`src/hdl/flash_cmd_pkg.sv`:
```
// Constants and types shared by the serial flash command decoder
package flash_cmd_pkg;

  // ----------------------------------------------------------------
  // Opcodes
  // ----------------------------------------------------------------
  localparam logic [7:0] LATCH_SET_CMD = 8'h06;
  localparam logic [7:0] LATCH_CLEAR_CMD = 8'h04;
  localparam logic [7:0] FACTORY_SPEEDUP_CMD = 8'h41;
  localparam logic [7:0] THREE_BYTE_ID_CMD = 8'h9F;
  localparam logic [7:0] LEGACY_SIGNATURE_CMD = 8'hAB;
  localparam logic [7:0] MAKER_DEVICE_ID_CMD = 8'h90;
  localparam logic [7:0] QUAD_ID_CMD = 8'hAF;
  localparam logic [7:0] READ_STATUS_CMD = 8'h05;
  localparam logic [7:0] RESET_ARM_CMD = 8'h66;
  localparam logic [7:0] RESET_MEMORY_CMD = 8'h99;
  localparam logic [7:0] SUSPEND_CMD_A = 8'h75;
  localparam logic [7:0] SUSPEND_CMD_B = 8'hB0;
  localparam logic [7:0] SMALL_UNIT_WIPE_CMD = 8'h20;
  localparam logic [7:0] HALF_BLOCK_WIPE_CMD = 8'h52;
  localparam logic [7:0] BLOCK_WIPE_CMD = 8'hD8;
  localparam logic [7:0] DEVICE_WIPE_CMD_A = 8'h60;
  localparam logic [7:0] DEVICE_WIPE_CMD_B = 8'hC7;

  // ----------------------------------------------------------------
  // Bit counts, ID byte index, output enables and idle pin levels
  // ----------------------------------------------------------------
  localparam logic [4:0] OPCODE_BITS = 5'd8;
  localparam logic [4:0] PREAMBLE_BITS = 5'd24;
  localparam logic [4:0] SINGLE_STEP = 5'd1;
  localparam logic [4:0] QUAD_STEP = 5'd4;
  localparam logic [1:0] ID_BYTES_LAST = 2'd2;
  localparam logic [3:0] SPI_OUT_ENABLE = 4'h2;
  localparam logic [3:0] QPI_OUT_ENABLE = 4'hF;
  localparam logic [6:0] PINS_IDLE = 7'h6F;

  // ----------------------------------------------------------------
  // Types
  // ----------------------------------------------------------------
  typedef struct packed {
    logic hw_reset_n;
    logic cs_n;
    logic sclk;
    logic [3:0] sio;
  } link_pins_type;

  typedef enum logic [1:0] {
    ST_OPCODE,
    ST_PREAMBLE,
    ST_DATA,
    ST_HOLD
  } frame_state_type;

  typedef enum logic [2:0] {
    RD_NONE,
    RD_ID3,
    RD_SIG,
    RD_PAIR,
    RD_QID,
    RD_STATUS
  } read_kind_type;

endpackage : flash_cmd_pkg

```
`src/hdl/flash_pin_sync.sv`:
```
// Two-stage synchroniser for pins from outside the clock domain
`timescale 1ns/1ps
module flash_pin_sync #(
  parameter int WIDTH = 7,
  parameter logic [WIDTH-1:0] IDLE_VALUE = '0
) (
  // Clock and reset
  input wire logic clk_i,
  input wire logic reset_i,
  // Pins
  input wire logic [WIDTH-1:0] pins_i,
  output logic [WIDTH-1:0] pins_o
);

  logic [WIDTH-1:0] meta_q;

  if (WIDTH < 1) begin : g_check
    $error("flash_pin_sync needs a width of at least one");
  end

  always_ff @(posedge clk_i)
  begin
    if (reset_i)
    begin
      meta_q <= IDLE_VALUE;
      pins_o <= IDLE_VALUE;
    end
    else
    begin
      meta_q <= pins_i;
      pins_o <= meta_q;
    end
  end

endmodule : flash_pin_sync

```
`src/hdl/flash_out_shift.sv`:
```
// Output byte shifter, one or four lanes per falling clock
`timescale 1ns/1ps
module flash_out_shift (
  // Clock and reset
  input wire logic clk_i,
  input wire logic reset_i,
  // Control
  input wire logic clear_i,
  input wire logic step_i,
  input wire logic quad_i,
  input wire logic [7:0] byte_i,
  // Result
  output logic [3:0] lanes_o,
  output logic empty_o
);

  logic [7:0] sr_q;
  logic [3:0] cnt_q;

  assign empty_o = (cnt_q == 4'h0);

  always_ff @(posedge clk_i)
  begin
    if (reset_i || clear_i)
    begin
      sr_q <= 8'h00;
      cnt_q <= 4'h0;
      lanes_o <= 4'h0;
    end
    else if (step_i)
    begin
      if (empty_o)
      begin
        lanes_o <= quad_i ? byte_i[7:4] : {2'b00, byte_i[7], 1'b0};
        sr_q <= quad_i ? {byte_i[3:0], 4'h0} : {byte_i[6:0], 1'b0};
        cnt_q <= quad_i ? 4'h4 : 4'h7;
      end
      else
      begin
        lanes_o <= quad_i ? sr_q[7:4] : {2'b00, sr_q[7], 1'b0};
        sr_q <= quad_i ? {sr_q[3:0], 4'h0} : {sr_q[6:0], 1'b0};
        cnt_q <= quad_i ? cnt_q - 4'h4 : cnt_q - 4'h1;
      end
    end
  end

endmodule : flash_out_shift

```
`src/hdl/flash_cmd_core.sv`:
```
// Serial flash command decoder: latch, factory mode, ID and status reads
`timescale 1ns/1ps
// Behaviour
// Memory reset acts only when reset-arm was the command just before it.
// Host keeps to the defined opcodes; unknown ones are forwarded only.
// Latch-set command sets the write enable latch.
// Host sends latch-set before any content-altering command.
// Opcode is 8 clocks single-lane, 2 clocks quad; upper lines unused.
// Latch-clear command clears the write enable latch.
// Latch clears on reset, reset pin, latch-clear, soft reset, op completion.
// Host sends latch-set, factory speed-up, then one program or erase.
// Suspend is refused while factory speed-up mode is active.
// Factory mode clears on reset, reset pin, write/erase done, soft reset.
// Three-byte ID read, single-lane only: maker then two device bytes.
// Three-byte ID read is not decoded while an operation is busy.
// Chip select high after an ID read returns the device to standby.
// Legacy signature repeats while clocks continue after 24 skipped bits.
// Maker/device ID: two dummy bytes, address byte, MSB first on falls.
// Address bit zero picks maker or device first; output alternates.
// Quad ID read streams maker, type, density right after the opcode.
// Status read is accepted at any time, even while busy.
// Host polls write-in-progress before new commands while busy.
// Program and erase commands are dropped unless the latch is set.
// Write-in-progress reads one while an operation is running.
// A partial opcode cut short by chip select is discarded.
module flash_cmd_core #(
  parameter logic [7:0] MAKER_ID = 8'h11,  // arbitrary value
  parameter logic [7:0] MEMORY_TYPE = 8'h22,  // arbitrary value
  parameter logic [7:0] MEMORY_DENSITY = 8'h33,  // arbitrary value
  parameter logic [7:0] SIGNATURE_ID = 8'h33,  // arbitrary value
  parameter logic [7:0] DEVICE_ID = 8'h44,  // arbitrary value
  parameter logic [7:0] PAGE_WRITE_CMD = 8'h02,
  parameter logic [7:0] QUAD_PAGE_WRITE_CMD = 8'h38
) (
  // Clock and reset
  input wire logic clk_i,
  input wire logic reset_i,
  // Link pins
  input wire logic hw_reset_n_i,
  input wire logic cs_n_i,
  input wire logic sclk_i,
  input wire logic [3:0] sio_i,
  output logic [3:0] sio_o,
  output logic [3:0] sio_oe_o,
  // Configuration and status
  input wire logic quad_command_mode_i,
  input wire logic [5:0] status_upper_i,
  output logic write_enable_latch_o,
  output logic factory_mode_o,
  // Operation engine
  input wire logic write_in_progress_i,
  input wire logic op_done_i,
  input wire logic op_done_write_erase_i,
  output logic cmd_valid_o,
  output logic [7:0] cmd_code_o,
  output logic soft_reset_o
);

  // ----------------------------------------------------------------
  // Pin sampling and edges
  // ----------------------------------------------------------------
  flash_cmd_pkg::link_pins_type pins_s;
  flash_cmd_pkg::frame_state_type state_q;
  flash_cmd_pkg::read_kind_type kind_q;
  flash_cmd_pkg::read_kind_type kind_d;
  logic sclk_prev_q;
  logic cs_prev_q;
  logic rise;
  logic fall;
  logic cs_high;
  logic cs_up;
  logic hw_reset;
  logic quad;
  logic [4:0] step;
  logic [4:0] cnt_q;
  logic [4:0] cnt_d;
  logic [7:0] rx_q;
  logic [7:0] rx_d;
  logic opc_done;
  logic pend_q;
  logic [7:0] pend_op_q;
  logic exec;
  logic arm_q;
  logic wel_q;
  logic fm_q;
  logic addr_odd_q;
  logic [1:0] idx_q;
  logic [7:0] out_byte;
  logic [7:0] status_byte;
  logic shift_empty;
  logic is_pe;
  logic is_susp;
  logic is_local;

  flash_pin_sync #(
    .WIDTH(7),
    .IDLE_VALUE(flash_cmd_pkg::PINS_IDLE)
  ) u_sync (
    .clk_i(clk_i),
    .reset_i(reset_i),
    .pins_i({hw_reset_n_i, cs_n_i, sclk_i, sio_i}),
    .pins_o(pins_s)
  );

  always_ff @(posedge clk_i)
  begin
    if (reset_i)
    begin
      sclk_prev_q <= 1'b0;
      cs_prev_q <= 1'b1;
    end
    else
    begin
      sclk_prev_q <= pins_s.sclk;
      cs_prev_q <= pins_s.cs_n;
    end
  end

  assign rise = pins_s.sclk && !sclk_prev_q;
  assign fall = !pins_s.sclk && sclk_prev_q;
  assign cs_high = pins_s.cs_n;
  assign cs_up = cs_high && !cs_prev_q;
  assign hw_reset = !pins_s.hw_reset_n;
  assign quad = quad_command_mode_i;
  assign step = quad ? flash_cmd_pkg::QUAD_STEP : flash_cmd_pkg::SINGLE_STEP;
  assign cnt_d = cnt_q + step;
  assign rx_d = quad ? {rx_q[3:0], pins_s.sio} : {rx_q[6:0], pins_s.sio[0]};
  assign opc_done = (state_q == flash_cmd_pkg::ST_OPCODE) && !cs_high &&
                    rise && (cnt_d == flash_cmd_pkg::OPCODE_BITS);
  assign exec = cs_up && pend_q;

  // ----------------------------------------------------------------
  // Opcode classes
  // ----------------------------------------------------------------
  assign is_pe = (rx_d == PAGE_WRITE_CMD) || (rx_d == QUAD_PAGE_WRITE_CMD) ||
                 (rx_d == flash_cmd_pkg::SMALL_UNIT_WIPE_CMD) ||
                 (rx_d == flash_cmd_pkg::HALF_BLOCK_WIPE_CMD) ||
                 (rx_d == flash_cmd_pkg::BLOCK_WIPE_CMD) ||
                 (rx_d == flash_cmd_pkg::DEVICE_WIPE_CMD_A) ||
                 (rx_d == flash_cmd_pkg::DEVICE_WIPE_CMD_B);
  assign is_susp = (rx_d == flash_cmd_pkg::SUSPEND_CMD_A) ||
                   (rx_d == flash_cmd_pkg::SUSPEND_CMD_B);
  assign is_local = (rx_d == flash_cmd_pkg::LATCH_SET_CMD) ||
                    (rx_d == flash_cmd_pkg::LATCH_CLEAR_CMD) ||
                    (rx_d == flash_cmd_pkg::FACTORY_SPEEDUP_CMD) ||
                    (rx_d == flash_cmd_pkg::RESET_ARM_CMD) ||
                    (rx_d == flash_cmd_pkg::RESET_MEMORY_CMD) ||
                    (rx_d == flash_cmd_pkg::THREE_BYTE_ID_CMD) ||
                    (rx_d == flash_cmd_pkg::MAKER_DEVICE_ID_CMD) ||
                    (rx_d == flash_cmd_pkg::QUAD_ID_CMD) ||
                    (kind_d != flash_cmd_pkg::RD_NONE);

  always_comb
  begin
    kind_d = flash_cmd_pkg::RD_NONE;
    case (rx_d)
      flash_cmd_pkg::THREE_BYTE_ID_CMD:
        if (!quad && !write_in_progress_i) kind_d = flash_cmd_pkg::RD_ID3;
      flash_cmd_pkg::LEGACY_SIGNATURE_CMD: kind_d = flash_cmd_pkg::RD_SIG;
      flash_cmd_pkg::MAKER_DEVICE_ID_CMD:
        if (!quad) kind_d = flash_cmd_pkg::RD_PAIR;
      flash_cmd_pkg::QUAD_ID_CMD:
        if (quad) kind_d = flash_cmd_pkg::RD_QID;
      flash_cmd_pkg::READ_STATUS_CMD: kind_d = flash_cmd_pkg::RD_STATUS;
      default: kind_d = flash_cmd_pkg::RD_NONE;
    endcase
  end

  // ----------------------------------------------------------------
  // Frame sequencing
  // ----------------------------------------------------------------
  always_ff @(posedge clk_i)
  begin
    if (reset_i || cs_high)
    begin
      state_q <= flash_cmd_pkg::ST_OPCODE;
      cnt_q <= 5'd0;
      rx_q <= 8'h00;
      kind_q <= flash_cmd_pkg::RD_NONE;
    end
    else if (rise)
    begin
      case (state_q)
        flash_cmd_pkg::ST_OPCODE:
        begin
          rx_q <= rx_d;
          cnt_q <= opc_done ? 5'd0 : cnt_d;
          if (opc_done)
          begin
            kind_q <= kind_d;
            if (kind_d == flash_cmd_pkg::RD_NONE)
              state_q <= flash_cmd_pkg::ST_HOLD;
            else if (kind_d == flash_cmd_pkg::RD_SIG ||
                     kind_d == flash_cmd_pkg::RD_PAIR)
              state_q <= flash_cmd_pkg::ST_PREAMBLE;
            else
              state_q <= flash_cmd_pkg::ST_DATA;
          end
        end
        flash_cmd_pkg::ST_PREAMBLE:
        begin
          rx_q <= rx_d;
          cnt_q <= cnt_d;
          if (cnt_d == flash_cmd_pkg::PREAMBLE_BITS)
            state_q <= flash_cmd_pkg::ST_DATA;
        end
        flash_cmd_pkg::ST_DATA: state_q <= flash_cmd_pkg::ST_DATA;
        flash_cmd_pkg::ST_HOLD: state_q <= flash_cmd_pkg::ST_HOLD;
        default: state_q <= flash_cmd_pkg::ST_HOLD;
      endcase
    end
  end

  // Address byte of the maker/device read
  always_ff @(posedge clk_i)
  begin
    if (reset_i)
      addr_odd_q <= 1'b0;
    else if (rise && state_q == flash_cmd_pkg::ST_PREAMBLE &&
             cnt_d == flash_cmd_pkg::PREAMBLE_BITS)
      addr_odd_q <= rx_d[0];
  end

  // Opcode held for execution at chip select release
  always_ff @(posedge clk_i)
  begin
    if (reset_i || cs_up)
    begin
      pend_q <= 1'b0;
      pend_op_q <= 8'h00;
    end
    else if (opc_done)
    begin
      pend_q <= 1'b1;
      pend_op_q <= rx_d;
    end
  end

  // ----------------------------------------------------------------
  // Reset pairing, latch and factory mode
  // ----------------------------------------------------------------
  always_ff @(posedge clk_i)
  begin
    if (reset_i || hw_reset)
    begin
      arm_q <= 1'b0;
      soft_reset_o <= 1'b0;
    end
    else
    begin
      soft_reset_o <= exec && arm_q &&
                      pend_op_q == flash_cmd_pkg::RESET_MEMORY_CMD;
      if (exec && pend_op_q == flash_cmd_pkg::RESET_ARM_CMD)
        arm_q <= 1'b1;
      else if (exec || (opc_done && rx_d != flash_cmd_pkg::RESET_MEMORY_CMD))
        arm_q <= 1'b0;
    end
  end

  always_ff @(posedge clk_i)
  begin
    if (reset_i || hw_reset)
      wel_q <= 1'b0;
    else if (exec && pend_op_q == flash_cmd_pkg::LATCH_SET_CMD)
      wel_q <= 1'b1;
    else if ((exec && pend_op_q == flash_cmd_pkg::LATCH_CLEAR_CMD) ||
             soft_reset_o || op_done_i)
      wel_q <= 1'b0;
  end

  always_ff @(posedge clk_i)
  begin
    if (reset_i || hw_reset)
      fm_q <= 1'b0;
    else if (exec && pend_op_q == flash_cmd_pkg::FACTORY_SPEEDUP_CMD)
      fm_q <= 1'b1;
    else if (soft_reset_o || (op_done_i && op_done_write_erase_i))
      fm_q <= 1'b0;
  end

  assign write_enable_latch_o = wel_q;
  assign factory_mode_o = fm_q;

  // ----------------------------------------------------------------
  // Command forwarding to the operation engine
  // ----------------------------------------------------------------
  always_ff @(posedge clk_i)
  begin
    if (reset_i)
    begin
      cmd_valid_o <= 1'b0;
      cmd_code_o <= 8'h00;
    end
    else
    begin
      cmd_valid_o <= opc_done && !is_local && !(is_pe && !wel_q) &&
                     !(is_susp && fm_q);
      if (opc_done)
        cmd_code_o <= rx_d;
    end
  end

  // ----------------------------------------------------------------
  // Read data path
  // ----------------------------------------------------------------
  assign status_byte = {status_upper_i, wel_q, write_in_progress_i};

  always_comb
  begin
    case (kind_q)
      flash_cmd_pkg::RD_ID3, flash_cmd_pkg::RD_QID:
        out_byte = (idx_q == 2'd0) ? MAKER_ID :
                   (idx_q == 2'd1) ? MEMORY_TYPE : MEMORY_DENSITY;
      flash_cmd_pkg::RD_SIG: out_byte = SIGNATURE_ID;
      flash_cmd_pkg::RD_PAIR:
        out_byte = (idx_q[0] ^ addr_odd_q) ? DEVICE_ID : MAKER_ID;
      flash_cmd_pkg::RD_STATUS: out_byte = status_byte;
      default: out_byte = 8'h00;
    endcase
  end

  always_ff @(posedge clk_i)
  begin
    if (reset_i || cs_high)
      idx_q <= 2'd0;
    else if (fall && state_q == flash_cmd_pkg::ST_DATA && shift_empty)
      idx_q <= (idx_q == flash_cmd_pkg::ID_BYTES_LAST ||
                (kind_q == flash_cmd_pkg::RD_PAIR && idx_q == 2'd1)) ?
               2'd0 : idx_q + 2'd1;
  end

  flash_out_shift u_shift (
    .clk_i(clk_i),
    .reset_i(reset_i),
    .clear_i(cs_high),
    .step_i(fall && state_q == flash_cmd_pkg::ST_DATA),
    .quad_i(quad),
    .byte_i(out_byte),
    .lanes_o(sio_o),
    .empty_o(shift_empty)
  );

  always_ff @(posedge clk_i)
  begin
    if (reset_i || cs_high)
      sio_oe_o <= 4'h0;
    else if (fall && state_q == flash_cmd_pkg::ST_DATA)
      sio_oe_o <= quad ? flash_cmd_pkg::QPI_OUT_ENABLE :
                         flash_cmd_pkg::SPI_OUT_ENABLE;
  end
endmodule : flash_cmd_core

```
`config.mk`:
```
export PLATFORM = sky130hd
export DESIGN_NAME = flash_cmd_core
export DESIGN_NICKNAME = d
export VERILOG_FILES = /design/src/hdl/flash_cmd_pkg.sv /design/src/hdl/flash_pin_sync.sv /design/src/hdl/flash_out_shift.sv /design/src/hdl/flash_cmd_core.sv
export SDC_FILE = /design/constraint.sdc
export NUM_CORES = 1
export LEC_CHECK = 0
export BUFFER_PORTS_ARGS = -buffer_cell sky130_fd_sc_hd__buf_2
export CORE_MARGIN = 3
export CORE_UTILIZATION = 59
export DETAILED_ROUTE_END_ITERATION = 16
export PLACE_DENSITY = 0.8
export SLEW_MARGIN = 0
export SYNTH_ARGS = -nofsm -noshare
export SYNTH_HDL_FRONTEND = slang
export SYNTH_HIERARCHICAL = 1
export SYNTH_SLANG_ARGS = --single-unit
export TNS_END_PERCENT = 20
```
`constraint.sdc`:
```
create_clock -name clk_i -period 4.2 [get_ports clk_i]
set_input_delay 0.42 -clock clk_i [delete_from_list [all_inputs] [get_ports clk_i]]
set_output_delay 0.42 -clock clk_i [all_outputs]
set_load 0.01 [all_outputs]
```
* Word-level counts from Yosys, hierarchy flattened *
Index checks and enable logic that the tools add are counted.

operators by class
  reductions and logical operators = 76
  multiplexer cells = 34
  equality and inequality tests = 41
  bitwise operators = 1
  add/subtract/negate cells = 4

operator list
  cell                  number
  $eq A8 B8 Y1 const B  9
  $eq A8 B7 Y1 const B  7
  $eq A8 B3 Y1 const B  5
  $mux W8               4
  $pmux W8 S4           1
  $logic_and A1 B1 Y1   26
  $logic_or A1 B1 Y1    24
  $mux W4               6
  $eq A8 B6 Y1 const B  2
  $pmux W3 S5           1
  $mux W2               7
  $eq A3 B2 Y1 const B  4
  $logic_not A1 Y1      11
  $mux W5               2
  $pmux W5 S2           1
  $eq A8 B2 Y1 const B  1
  $ne A8 B8 Y1 const B  1
  $pmux W2 S4           1
  $reduce_bool A2 Y1    4
  $mux W1               7
  $mux W7               1
  $eq A2 B2 Y1 const B  3
  $eq A3 B3 Y1 const B  2
  $mux W3               2
  18 further kinds      24

storage, ports and cells
  register bits after elaboration = 78
  logic and storage cells = 178
  input bits = 19

* Depth between registers and ports, before layout *
  word-level depth = 14
  gate-level depth with buffers = 12
  gate-level depth less buffers = 9

* Modules after synthesis *
Netlist, hierarchy kept.

modules (own cells, without submodules)
  module           area an instance (um^2)  cells each  seq. area each (um^2)  times used
  flash_cmd_core   2663.8                   352         920.9                  1
  flash_out_shift  905.9                    104         300.3                  1
  flash_pin_sync   384.1                    29          280.3                  1

* Worst setup path before layout *
OpenSTA, ideal clock, no wires.

  kind = input-to-reg
  start point = input port quad_command_mode_i
  end point = register state_q[1]
  path slack = 1132 ps
  path buffers = 3
  library setup time = 84 ps
  arrival = 2984 ps
  required time = 4116 ps
  stages = 12
  path through = clkbuf_1 > clkbuf_1 > inv_1 > ha_1 > ha_1 > xor2_1 > or3_1 > or4_1 > buf_2 > nor3_2 > a31oi_1 > o31ai_2

between the ends
  word-level cells in the longest chain between the ends = 10
  elaborated cells on any way between the ends = 28

RTL lines
  element                                                           line                   source
  start, declared                                                   flash_cmd_core.sv:46   input wire logic quad_command_mode_i,
  parallel branches: the longest is 10 deep, another holds $mux W8  --
  end signal, assigned                                              flash_cmd_core.sv:192  state_q <= flash_cmd_pkg::ST_HOLD;
  end signal, assigned                                              flash_cmd_core.sv:195  state_q <= flash_cmd_pkg::ST_PREAMBLE;
  end signal, assigned                                              flash_cmd_core.sv:197  state_q <= flash_cmd_pkg::ST_DATA;
  end, declared                                                     flash_cmd_core.sv:63   flash_cmd_pkg::frame_state_type state_q;

Several ways; the timed one is not identified. The select of a mux whose other input is x is not followed.
A chain may end at the register's enable or synchronous reset.

==> out/results.txt <==
Power Total: 0.00139 W
Ys flop type: dfxtp_1
Die X: 87.9 um
Yosys warns: 6
Synth Area in Compound Gates: 17.8%
Worst skew pair latency: 0.36 ns
I/O pin count: 39
Nets: 533
Post-CTS Resized: 0
Worst setup EP type: flip-flop
Count of flip-flops with a built-in enable after synthesis: 0
Slew headroom: 38.4%
Leak Pwr: 1.55 nW
Post-route ant nets: 0
Layout cells sized above 1: 16.7%
Power per standard cell area: 321 mW/mm^2
CTS tree: built
Final core occ: 67.2%
Initial antenna violation count: 0
Syn avg cell area: 8.15 sq um
Clock Path Buffers: 2
Critical Setup Path Class: flip-flop to flip-flop
Non-Filler Instances: 586
Placement Rows: 29
Total grt overflow: 0
Gr usage total: 26.9%
Vias per cell: 6.15
Pre-antenna DRT Iters: 5
Final TNS setup: 0 ns
Synth Area in Simple Gates: 29.7%
Port bufs: 38
Max Fclk: 0.380 GHz
Final worst-path cycle share: 62.6%
Post-synth ARST share: 0%
Synth Area in XOR/XNOR: 0.665%
Cells after Synth: 485
Data arrival time of the worst path: 2.90 ns
Ant. Diodes: 0
Hold WC Path Type: input port to flip-flop
Final Hold Fails: 0
Area growth syn-to-layout: 9.18%
Tmin final: 2.63 ns
Least-Margin Pin Slew: 0.921 ns
Inst Count DP: 570
Clock Sink Count: 75
Initial core utilization: 61.6%
Adder-cell share of the synthesized area: 3.16%
Vert. Die Dim: 87.9 um
CTS Root Cell: clkbuf_8
VDD IR max: 0.000301 V
Worst-case clock skew: 0.0121 ns
Sequential-to-total area share from yosys stat: 38.0%
Post-CTS Setup Bufs: 0
Max Cap Viol: 0
Multiplexer share of the synthesized area: 4.84%
Routed len/inst: 16.7 um
Cell variety after synth: 63
Largest family of logic cells by synthesized area: simple AND/OR/NAND/NOR gates
CP Launch Type: flip-flop
Core area: 0.00642 sq mm
Synthesized flop and latch total: 75
Total CTS buffers: 9
Number of global-route vias before repair: 3,305
Pin count of the biggest net entering global routing: 51
First-pass GRT wire length: 16.3 mm
Htree depth: 3
Clk pin slew, worst setup/hold paths: 0.09 ns
Number of DRC markers after the initial detailed-route iteration: 413
Final WL: 9.78 mm
Status: finished clean
Critical Path RT: 4.47 ns
Hold Buf Count CTS: 0
Maximum fanout along the worst path: 8
Unrepaired setup endpoints after global routing: false
Routability cong.: 0.975
DRC errors left: 0
Max-slew violations: 0
Final setup violation count: 0
Syn_nets: 514
Cell Area, Synth: 0.00395 sq mm
Die area: 0.00772 sq mm
DP Wirelength: 6.91 mm
Vias: 3,605
report_power, final:
part           internal, W  switching (W)
registers         0.000718     0.00000665
logic            0.0000252      0.0000417
clock network     0.000287       0.000308
total              0.00103       0.000356
critical path, cell delays in order, from the launching register on:
cell and delay (ns):
dfxtp_1 0.32, ha_1 0.21, ha_1 0.24, xor2_1 0.17, or3_1 0.39, or4_1 0.69, nor3_2 0.27, a31oi_1 0.07
o31ai_2 0.19
layer usage:
layer | global-route usage (%) | vias up | share of wire [%]
met4 | 6.69 | 0 | 1.6
met3 | 6.21 | 19 | 6.9
met5 | 0 | - | 0
li1 | - | 1757 | -
met2 | 43.1 | 140 | 47
met1 | 36.7 | 1689 | 45
registers in the layout, indices dropped and copies added (netlist names):
name and cells:
cmd_code_o 8, pend_op_q 8, rx_q 7, u_shift/sr_q 7, u_sync/meta_q 7, u_sync/pins_o 7, cnt_q 5, u_shift/cnt_q 4
u_shift/lanes_o 4, kind_q 3, idx_q 2, sio_oe_o 2, state_q 2, addr_odd_q 1, arm_q 1, cmd_valid_o 1
cs_prev_q 1, factory_mode_o 1, pend_q 1, sclk_prev_q 1, soft_reset_o 1, write_enable_latch_o 1
cell families after synthesis:
family	count (synthesis)
fa+ha+maj	10
compound gates	106
flops	75
mux	17
xor+xnor	3
buf+inv	49
simple gates	225
path summary, 6_finish.rpt:
kind | from | end | slack [ns] | depth (start not counted)
worst min register to register | u_sync/meta_q[3] | u_sync/pins_o[3] | 0.41 | 1
worst min-delay path | sio_i[2] | u_sync/meta_q[2] | 0.23 | 2
worst max-delay path | cnt_q[0] | state_q[1] | 1.57 | 8
worst max register to register | cnt_q[0] | state_q[1] | 1.57 | 8
metrics by stage:
step                cell area, sq um  hold WS (ns)  worst slack, ns
floorplan                       3950         0.383             1.13
global placement                4110         0.386             1.36
detailed placement              4110         0.389             1.28
CTS                             4320         0.213             1.58
finish                          4320         0.231             1.57
global route                    4320         0.236             1.47
area by class of cell:
type | count | area, sq um
inverters | 15 | 56.3
well taps | 77 | 96.3
clock buffers | 9 | 124
multi-input cells | 361 | 2230
repair buffers | 42 | 220
fillers | 555 | 2110
clock inverters | 7 | 83.8
flip-flops and latches | 75 | 1500
synthesized netlist by cell type, drive strengths merged, types with 5 or more instances:
master	number	share of area, %
clkbuf	22	2.1
or2	14	2.2
nor3	28	3.7
a21oi	30	3.8
nor3b	8	1.5
o31ai	5	1.1
nor2	58	5.5
nand2b	7	1.1
nand3	11	1.4
o21ai	23	2.9
dfxtp	75	38
or3	5	0.79
buf	12	2.3
inv	15	1.4
nand2	43	4.1
a211oi	10	1.9
mux2	11	3.3
and3	8	1.3
and2	5	0.82
nor4	8	1.4
nor2b	6	0.95
a21boi	11	2.1
ha	10	3.2
mux2i	6	1.5
layout by cell type (no fill, tap or decap), types with 4 or more instances in the layout:
cell / count
a211oi_1: 10
ha_1: 10
nand4_1: 4
o21ai_0: 23
or2_1: 12
or3_1: 5
buf_2: 38
mux2i_1: 6
and3_1: 8
mux2_2: 9
inv_1: 15
and2_1: 4
clkbuf_8: 9
nor3b_1: 8
dfxtp_1: 75
buf_4: 4
nand2b_1: 7
a21oi_1: 30
nor3_1: 27
nor4_1: 7
a222oi_1: 4
a21boi_0: 11
nor2_1: 58
nand2_1: 43
nand3_1: 11
o31ai_1: 4
nor2b_1: 6
(Power assumes the default switching activity.)
